`src/dhg_regs.vh`:
```
// dhg_regs.vh - constants for the debug halt and access gating block.
// assumes: included by bare name from the design files of this block.
//
// Contract
// external halt request arrives already synchronous to the core clock.
// external and trace macrocell halt requests are merged into one halt source.
// halted core leaves halt only when halt-exit request drops during handshake.
// requester watches halt-exit acknowledge and sequences its request against it.
// request up, ack up, request down, ack down; no new request until ack low.
// invasive permission low disables halting from every source.
// halts need both invasive permission and the core halt enable bit.
// instruction trace allowed only while noninvasive permission is high.
// memory permission low: access port registers reachable, no system transfers.
// access port master id is 1 for debugger, 0 to mimic data side.
// master id lock high forces master id 1 regardless of kind bit.
// master id lock low lets the kind bit choose master id.
// protocol select output high in JTAG mode, low in serial-wire mode.
// top-state flag high in reset, idle, select-DR and select-IR states.
// serial-wire data out with enable; test data out with active-low pad enable.
// debug port logic runs from its own, possibly asynchronous, clock.
// TAP reset initialises the TAP without disturbing the core.
// halted flag stays high for the whole time the core is halted.
`ifndef DHG_REGS_VH
`define DHG_REGS_VH

// ==========================================================
// register map
`define DHG_ADDR_W 4
`define DHG_REG_CTRL 4'h0
`define DHG_REG_STAT 4'h4
`define DHG_REG_APCTL 4'h8

// ==========================================================
// control register fields
`define DHG_CTRL_HALT_EN 0
`define DHG_CTRL_HALT_REQ 1
`define DHG_CTRL_JTAG_SEL 2
`define DHG_CTRL_RESET 3'h0
`define DHG_CTRL_W 3

// access port control fields
`define DHG_APCTL_KIND 0
`define DHG_APCTL_XFER 1
`define DHG_APCTL_RESET 2'h0
`define DHG_APCTL_W 2

// status register fields
`define DHG_STAT_HALTED 0
`define DHG_STAT_ACK 1
`define DHG_STAT_JTAG 2
`define DHG_STAT_TOP 3
`define DHG_STAT_W 8

// ==========================================================
// master identity values
`define DHG_MASTER_DBG 4'h1
`define DHG_MASTER_CORE 4'h0

// tap state encoding
`define DHG_TAP_W 4
`define DHG_TAP_TLR 4'hF
`define DHG_TAP_RTI 4'hC
`define DHG_TAP_SDR 4'h7
`define DHG_TAP_CDR 4'h6
`define DHG_TAP_SHDR 4'h2
`define DHG_TAP_E1DR 4'h1
`define DHG_TAP_PDR 4'h3
`define DHG_TAP_E2DR 4'h0
`define DHG_TAP_UDR 4'h5
`define DHG_TAP_SIR 4'h4
`define DHG_TAP_CIR 4'hE
`define DHG_TAP_SHIR 4'hA
`define DHG_TAP_E1IR 4'h9
`define DHG_TAP_PIR 4'hB
`define DHG_TAP_E2IR 4'h8
`define DHG_TAP_UIR 4'hD

`endif

```
`src/dhg_top.v`:
```
// dhg_top.v - debug halt, restart handshake, permission and access gating.
// assumes: halt request and trace halt come from core-clock logic; debug port
// pins, the port clock and the tap reset are asynchronous and get synchronised.
//
// Chosen here: the plain strobed port and the register addresses.
`timescale 1ns/100ps
`default_nettype none
`include "dhg_regs.vh"

module dhg_top (
    input wire clk_i,
    input wire nrst_i,
    input wire ce_i,
    // register port
    input wire [`DHG_ADDR_W-1:0] addr_i,
    input wire [`DHG_STAT_W-1:0] wdata_i,
    input wire wr_i,
    input wire rd_i,
    output reg [`DHG_STAT_W-1:0] rdata_o,
    // halt control, core clock domain
    input wire ext_halt_req_i,
    input wire trace_halt_req_i,
    input wire halt_exit_req_i,
    output reg halt_exit_ack_o,
    output reg core_halted_flag_o,
    // permissions
    input wire invasive_dbg_allow_i,
    input wire noninvasive_dbg_allow_i,
    input wire ap_mem_access_allow_i,
    input wire ap_master_id_lock_i,
    output reg trace_allow_o,
    // access port memory side
    output reg ap_bus_req_o,
    output reg [3:0] ap_hmaster_o,
    // debug port pins
    input wire dbg_port_clock_i,
    input wire dbg_tap_reset_n_i,
    input wire tms_i,
    input wire tdi_i,
    output reg port_proto_select_o,
    output reg tap_top_state_flag_o,
    output reg sw_data_out_o,
    output reg sw_data_out_en_o,
    output reg tdo_o,
    output reg tdo_pad_en_n_o
);

    // ==========================================================
    // halt state machine codes
    localparam ST_RUN = 2'b00;
    localparam ST_HALT = 2'b01;
    localparam ST_ACK = 2'b10;
    localparam ST_DROP = 2'b11;

    reg [`DHG_CTRL_W-1:0] ctrl;
    reg [`DHG_APCTL_W-1:0] apctl;
    reg [1:0] hstate;
    reg [1:0] next_hstate;
    reg [`DHG_STAT_W-1:0] next_rdata;
    reg [2:0] tck_sync;
    reg [1:0] trst_sync;
    reg [1:0] tms_sync;
    reg [1:0] tdi_sync;
    reg tdo_shift;
    wire [`DHG_TAP_W-1:0] tap_state;
    wire halt_src;
    wire halt_allowed;
    wire tck_rise;
    wire tck_fall;
    wire tap_top;
    wire shifting;

    // ==========================================================
    // halt source merge and permission gating
    assign halt_src = ext_halt_req_i | trace_halt_req_i | ctrl[`DHG_CTRL_HALT_REQ];
    assign halt_allowed = invasive_dbg_allow_i & ctrl[`DHG_CTRL_HALT_EN];

    // ==========================================================
    // register writes
    always @(posedge clk_i) begin
        if (!nrst_i) begin
            ctrl <= `DHG_CTRL_RESET;
            apctl <= `DHG_APCTL_RESET;
        end else if (ce_i && wr_i) begin
            if (addr_i == `DHG_REG_CTRL) begin
                ctrl <= wdata_i[`DHG_CTRL_W-1:0];
            end
            if (addr_i == `DHG_REG_APCTL) begin
                apctl <= wdata_i[`DHG_APCTL_W-1:0];
            end
        end
    end

    // ==========================================================
    // read mux, data one cycle after the strobe
    always @* begin
        next_rdata = {`DHG_STAT_W{1'b0}};
        case (addr_i)
            `DHG_REG_CTRL: next_rdata[`DHG_CTRL_W-1:0] = ctrl;
            `DHG_REG_APCTL: next_rdata[`DHG_APCTL_W-1:0] = apctl;
            `DHG_REG_STAT: begin
                next_rdata[`DHG_STAT_HALTED] = core_halted_flag_o;
                next_rdata[`DHG_STAT_ACK] = halt_exit_ack_o;
                next_rdata[`DHG_STAT_JTAG] = port_proto_select_o;
                next_rdata[`DHG_STAT_TOP] = tap_top_state_flag_o;
            end
            default: next_rdata = {`DHG_STAT_W{1'b0}};
        endcase
    end

    always @(posedge clk_i) begin
        if (!nrst_i) begin
            rdata_o <= {`DHG_STAT_W{1'b0}};
        end else if (ce_i) begin
            rdata_o <= rd_i ? next_rdata : {`DHG_STAT_W{1'b0}};
        end
    end

    // ==========================================================
    // halt and four-phase restart handshake
    always @* begin
        next_hstate = hstate;
        case (hstate)
            ST_RUN: begin
                if (halt_src && halt_allowed) begin
                    next_hstate = ST_HALT;
                end
            end
            ST_HALT: begin
                if (halt_exit_req_i) begin
                    next_hstate = ST_ACK;
                end
            end
            ST_ACK: begin
                if (!halt_exit_req_i) begin
                    next_hstate = ST_DROP;
                end
            end
            ST_DROP: next_hstate = ST_RUN;
            default: next_hstate = ST_RUN;
        endcase
    end

    // halt state; a source still high after the restart re-halts after one run cycle
    always @(posedge clk_i) begin
        if (!nrst_i) begin
            hstate <= ST_RUN;
            halt_exit_ack_o <= 1'b0;
            core_halted_flag_o <= 1'b0;
        end else if (ce_i) begin
            hstate <= next_hstate;
            halt_exit_ack_o <= (next_hstate == ST_ACK);
            core_halted_flag_o <= (next_hstate == ST_HALT) | (next_hstate == ST_ACK);
        end
    end

    // ==========================================================
    // trace permission and access port gating
    always @(posedge clk_i) begin
        if (!nrst_i) begin
            trace_allow_o <= 1'b0;
            ap_bus_req_o <= 1'b0;
            ap_hmaster_o <= `DHG_MASTER_DBG;
        end else if (ce_i) begin
            trace_allow_o <= noninvasive_dbg_allow_i;
            ap_bus_req_o <= apctl[`DHG_APCTL_XFER] & ap_mem_access_allow_i;
            if (ap_master_id_lock_i || apctl[`DHG_APCTL_KIND]) begin
                ap_hmaster_o <= `DHG_MASTER_DBG;
            end else begin
                ap_hmaster_o <= `DHG_MASTER_CORE;
            end
        end
    end

    // ==========================================================
    // debug port pin synchronisers
    always @(posedge clk_i) begin
        if (!nrst_i) begin
            tck_sync <= 3'h0;
            trst_sync <= 2'h0;
            tms_sync <= 2'h3;
            tdi_sync <= 2'h0;
        end else if (ce_i) begin
            tck_sync <= {tck_sync[1:0], dbg_port_clock_i};
            trst_sync <= {trst_sync[0], dbg_tap_reset_n_i};
            tms_sync <= {tms_sync[0], tms_i};
            tdi_sync <= {tdi_sync[0], tdi_i};
        end
    end

    assign tck_rise = tck_sync[1] & ~tck_sync[2];
    assign tck_fall = ~tck_sync[1] & tck_sync[2];

    dhg_tap u_tap (
        .clk_i(clk_i),
        .nrst_i(nrst_i),
        .ce_i(ce_i),
        .tck_rise_i(tck_rise),
        .tap_rst_i(~trst_sync[1]),
        .tms_i(tms_sync[1]),
        .state_o(tap_state)
    );

    assign tap_top = (tap_state == `DHG_TAP_TLR) | (tap_state == `DHG_TAP_RTI) |
        (tap_state == `DHG_TAP_SDR) | (tap_state == `DHG_TAP_SIR);
    assign shifting = (tap_state == `DHG_TAP_SHDR) | (tap_state == `DHG_TAP_SHIR);

    // ==========================================================
    // debug port outputs; data change on falling port clock edges
    always @(posedge clk_i) begin
        if (!nrst_i) begin
            port_proto_select_o <= 1'b0;
            tap_top_state_flag_o <= 1'b1;
            sw_data_out_o <= 1'b0;
            sw_data_out_en_o <= 1'b0;
            tdo_o <= 1'b0;
            tdo_shift <= 1'b0;
            tdo_pad_en_n_o <= 1'b1;
        end else if (ce_i) begin
            port_proto_select_o <= ctrl[`DHG_CTRL_JTAG_SEL];
            tap_top_state_flag_o <= tap_top;
            if (tck_rise && shifting) begin
                tdo_shift <= tdi_sync[1];
            end
            if (tck_fall) begin
                tdo_o <= tdo_shift;
                tdo_pad_en_n_o <= ~(shifting & ctrl[`DHG_CTRL_JTAG_SEL]);
                sw_data_out_o <= tdo_shift;
                sw_data_out_en_o <= ~ctrl[`DHG_CTRL_JTAG_SEL] & shifting;
            end
        end
    end

endmodule
`default_nettype wire

```
`src/dhg_tap.v`:
```
// dhg_tap.v - TAP state controller of the debug port.
// assumes: enable pulses mark rising edges of the sampled debug port clock.
`timescale 1ns/100ps
`default_nettype none
`include "dhg_regs.vh"

module dhg_tap (
    input wire clk_i,
    input wire nrst_i,
    input wire ce_i,
    input wire tck_rise_i,
    input wire tap_rst_i,
    input wire tms_i,
    output reg [`DHG_TAP_W-1:0] state_o
);

    reg [`DHG_TAP_W-1:0] next_state;

    // ==========================================================
    // next state from tms
    always @* begin
        case (state_o)
            `DHG_TAP_TLR: next_state = tms_i ? `DHG_TAP_TLR : `DHG_TAP_RTI;
            `DHG_TAP_RTI: next_state = tms_i ? `DHG_TAP_SDR : `DHG_TAP_RTI;
            `DHG_TAP_SDR: next_state = tms_i ? `DHG_TAP_SIR : `DHG_TAP_CDR;
            `DHG_TAP_CDR: next_state = tms_i ? `DHG_TAP_E1DR : `DHG_TAP_SHDR;
            `DHG_TAP_SHDR: next_state = tms_i ? `DHG_TAP_E1DR : `DHG_TAP_SHDR;
            `DHG_TAP_E1DR: next_state = tms_i ? `DHG_TAP_UDR : `DHG_TAP_PDR;
            `DHG_TAP_PDR: next_state = tms_i ? `DHG_TAP_E2DR : `DHG_TAP_PDR;
            `DHG_TAP_E2DR: next_state = tms_i ? `DHG_TAP_UDR : `DHG_TAP_SHDR;
            `DHG_TAP_UDR: next_state = tms_i ? `DHG_TAP_SDR : `DHG_TAP_RTI;
            `DHG_TAP_SIR: next_state = tms_i ? `DHG_TAP_TLR : `DHG_TAP_CIR;
            `DHG_TAP_CIR: next_state = tms_i ? `DHG_TAP_E1IR : `DHG_TAP_SHIR;
            `DHG_TAP_SHIR: next_state = tms_i ? `DHG_TAP_E1IR : `DHG_TAP_SHIR;
            `DHG_TAP_E1IR: next_state = tms_i ? `DHG_TAP_UIR : `DHG_TAP_PIR;
            `DHG_TAP_PIR: next_state = tms_i ? `DHG_TAP_E2IR : `DHG_TAP_PIR;
            `DHG_TAP_E2IR: next_state = tms_i ? `DHG_TAP_UIR : `DHG_TAP_SHIR;
            `DHG_TAP_UIR: next_state = tms_i ? `DHG_TAP_SDR : `DHG_TAP_RTI;
            default: next_state = `DHG_TAP_TLR;
        endcase
    end

    // ==========================================================
    // state register; tap reset touches only this controller
    always @(posedge clk_i) begin
        if (!nrst_i) begin
            state_o <= `DHG_TAP_TLR;
        end else if (ce_i) begin
            if (tap_rst_i) begin
                state_o <= `DHG_TAP_TLR;
            end else if (tck_rise_i) begin
                state_o <= next_state;
            end
        end
    end

endmodule
`default_nettype wire

```
`config.mk`:
```
export PLATFORM = sky130hd
export DESIGN_NAME = dhg_top
export DESIGN_NICKNAME = d
export VERILOG_FILES = /design/src/dhg_top.v /design/src/dhg_tap.v
export VERILOG_INCLUDE_DIRS = /design/src
export SDC_FILE = /design/constraint.sdc
export NUM_CORES = 1
export LEC_CHECK = 0
export ABC_CLOCK_PERIOD_IN_PS = 1300
export BUFFER_PORTS_ARGS = -buffer_cell sky130_fd_sc_hd__buf_2
export CORE_ASPECT_RATIO = 1.25
export CORE_MARGIN = 8
export CORE_UTILIZATION = 45
export CTS_BUF_LIST = sky130_fd_sc_hd__clkbuf_8 sky130_fd_sc_hd__clkbuf_16
export CTS_CLUSTER_SIZE = 25
export DETAILED_ROUTE_END_ITERATION = 12
export PLACE_DENSITY = 0.77
export REMOVE_ABC_BUFFERS = 1
export SLEW_MARGIN = 5
export SYNTH_ARGS = -nofsm -noshare
export SYNTH_HDL_FRONTEND = slang
export SYNTH_HIERARCHICAL = 1
export SYNTH_SLANG_ARGS = --single-unit
export TNS_END_PERCENT = 30
```
`constraint.sdc`:
```
create_clock -name clk_i -period 1.3 [get_ports clk_i]
set_input_delay 0 -clock clk_i [delete_from_list [all_inputs] [get_ports clk_i]]
set_output_delay 0 -clock clk_i [all_outputs]
set_load 0.02 [all_outputs]
```
==> metrics.yaml <==
status:
  status: "complete, no violations"
worst_hold_path:
  min_path_type: "input port to flip-flop"
clock_network:
  clk_pin_slew_worst_paths_ps: 60
  cts_buffers: 5
  htree_levels: 2
  clock-root-buffer: "clkbuf_8"
  cts_buffer_depth: 2
  cts_num_sinks: 35
  insertion_delay_ps: 280
  cts_tree: "yes"
sta:
  hold_viol: 0
  fin_crit_sh_pct: 98.5
  final.setup_skew_ps: 3.98
  setup_viol: 0
  min_period_ps: 1280
  maxClockFrequency_ghz: 0.781
  slew_viol_final: 0
  setup_ws_ps: 19.7
  setup_tns_ps: 0
  rsz0062_at_grt: "true"
floorplan:
  start_util_pct: 45.5
  die_h_um: 84.3
  fp.dieW_um: 70.7
  core-area_mm2: 0.00369
  io_pins: 50
  rows: 25
  die-area_mm2: 0.00596
global_route:
  grtUsageMet3_pct: 3.69
  grt-busiest-layer: "met2"
  grt_max_degree: 20
  gr-total-overflow: 0
  grt_use_met1_pct: 13.8
  grt_pass1_vias: 1456
  grtUsageTotal_pct: 13.4
  antenna_found_initial: 0
  met2_usage_pct: 23.6
  grt_pass1_wl_um: 6510
yosys:
  ys_seq_area_share_pct: 41.7
  synth.area.mux_share_pct: 9.01
  syn_avg_cell_area_um2: 8.80
  synth_top_family_by_area: "simple AND/OR/NAND/NOR gates"
  ys_warn_count: 6
  synth-compound-area-share_pct: 14.3
  yosysUniqueCellTypes: 44
  syn_area_mm2: 0.00168
  synthCells: 191
  synthAdderAreaFrac_pct: 0.745
  synth_xor_xnor_area_share_pct: 0.521
  yosys_register_bits: 35
  yosys.area_share.simple_pct: 26.1
setup_path:
  max_stage_delay_ps: 330
  crit_path_end_kind: "flip-flop"
  worstSetupStartpointType: "flip-flop"
  arrival_ps: 1490
  path_buf_inv: 0
  path_cells: "nor3_2 > nor4_4 > nor2_1 > ha_2 > a211oi_2"
  crit_type: "flip-flop to flip-flop"
  cp.required_ps: 1510
  crit_fanout: 3
  cp_slowest_cell: "dfxtp_2"
  critical_path.top_delay_family: "simple AND/OR/NAND/NOR gates"
  reg2reg_slack_ps: 20
power:
  pwr-share-clk_pct: 35.0
  swShare_pct: 24.6
  power_leakage_nw: 0.949
  pwr-share-seq_pct: 51.4
  comb_power_share_pct: 13.6
  ir_drop_uv: 712
  p_total_mw: 2.19
  p_int_mw: 1.65
  p_switching_mw: 0.539
  p_per_area_mw_per_mm2: 997
cells_and_area:
  antenna_cells: 0
  finalNetCount: 279
  drive_gt1_share_pct: 31.6
  syn2layout_area_growth_pct: 30.9
  instances_no_fill: 290
  finalInstanceArea_mm2: 0.00220
  mostFrequentLayoutCells: "buf_2, dfxtp_1, nor2_1"
  final_common_cell: "buf_2"
  fillers: 327
place:
  place_congestion: 0.755
  place_area_mm2: 0.00192
  io_buffers: 37
  post-dp-hpwl_um: 2870
  place_inst: 270
  dpl_worst_slack_ps: -92.6
route:
  ant_nets: 0
  wl_per_cell_um: 13.4
  first_iter_violations: 47
  first_pass_iters: 5
  vias_per_cell: 5.24
  drc: 0
  totalWireLength_um: 3890
  via_count: 1519
flow_run:
  cap_violations: 0
[synth_stat cells, drive strengths merged]
cell type,n,share of area (%)
conb,1,0.22
and2b,1,0.52
nor4,3,1.5
inv,5,1.1
or3b,1,0.52
o31a,1,0.52
a21oi,14,4.2
nor2,22,4.9
o21a,2,0.89
and3,1,0.37
a31o,1,0.52
nor2b,5,1.9
a222oi,2,1.2
buf,15,6.1
clkbuf,1,0.22
o21ai,16,5.0
nor3,3,0.89
o211ai,1,0.45
nor3b,3,1.9
a211oi,1,0.45
a311oi,1,0.52
o211a,1,0.60
nand4,5,1.9
mux2,1,0.67
nand2b,4,1.5
or2,2,0.75
nand2,13,2.9
ha,1,0.74
mux2i,14,8.3
and3b,2,1.3
xnor2,1,0.52
and4bb,1,0.74
nand3,7,2.1
nand3b,2,0.89
dfxtp,35,42
nand4bb,1,0.67
nor4b,1,0.89
[routing by layer]
| metal | part of all wire (%) | wire (um) |
|---|---|---|
| met3 | 5.0 | 195 |
| met2 | 50 | 1950 |
| met5 | 0 | 0 |
| met4 | 2.5 | 98 |
| met1 | 42 | 1650 |
[flip-flops by register name (all words and copies together) (netlist names), 2 cells and up]
signal         cells
tck_sync           3
ctrl               3
trst_sync          2
apctl              2
tdi_sync           2
tms_sync           2
hstate             2
u_tap/state_o      4
rdata_o            4
[tightest hold or removal path, cell delays in order]
cell,delay (ps)
buf_2,160
nand4_1,100
a21oi_1,60
[cells by family (layout without fill, tap and decap cells)]
| group | Yosys count | count (layout) |
|---|---|---|
| mux | 15 | 15 |
| fa+ha+maj | 1 | 1 |
| buf+inv | 21 | 74 |
| other cells | 1 | 7 |
| simple gates | 77 | 77 |
| compound gates | 40 | 40 |
| flops | 35 | 35 |
| xor+xnor | 1 | 1 |
[per-stage QoR]
| step | util (%) | hold slack, ps |
|---|---|---|
| 6_report | 59.6 | 79.4 |
| 5_1_grt | 59.6 | 87.7 |
| 4_1_cts | 59.1 | 66.8 |
| 3_5_place_dp | 52.1 | 232 |
| 3_3_place_gp | 52.1 | 222 |
| 2_1_floorplan | - | 61.9 |
[final cells by class]
cell class / instances / area, um2 / share of cell area, %
inverters: 5 / 18.8 / 0.853
flip-flops and latches: 35 / 711 / 32.3
clock inverters: 1 / 5.00 / 0.228
multi-input cells: 141 / 932 / 42.4
repair buffers: 62 / 400 / 18.2
clock buffers: 6 / 82.6 / 3.75
well taps: 40 / 50.0 / 2.28
[power by group through the flow]
stage                     Clock, mW  Sequential (mW)  Combinational, mW
after global placement            0             1.15              0.250
after CTS                     0.806             1.13              0.293
final                         0.767             1.13              0.299
after floorplan                   0             1.15              0.123
after detailed placement          0             1.15              0.255
after global routing          0.841             1.13              0.327
[what timing repair did]
item / 4_1_cts / 5_1_grt
hold buffers: 11 / 0
pin swaps: 4 / 0
endpoints found under the setup margin: 2 / 4
endpoints found under the hold margin: 13 / 0
setup buffers: 2 / 0
gates resized for setup: 12 / 5
[final timing paths]
check                                           to       start  cells past startpoint
worst max register to register  core_halted_flag_o     ctrl[1]                      5
worst min register to register          rdata_o[1]  rdata_o[1]                      2
worst min-delay path                      apctl[1]   addr_i[3]                      3
worst max-delay path            core_halted_flag_o     ctrl[1]                      5
(Power assumes the default switching activity.)
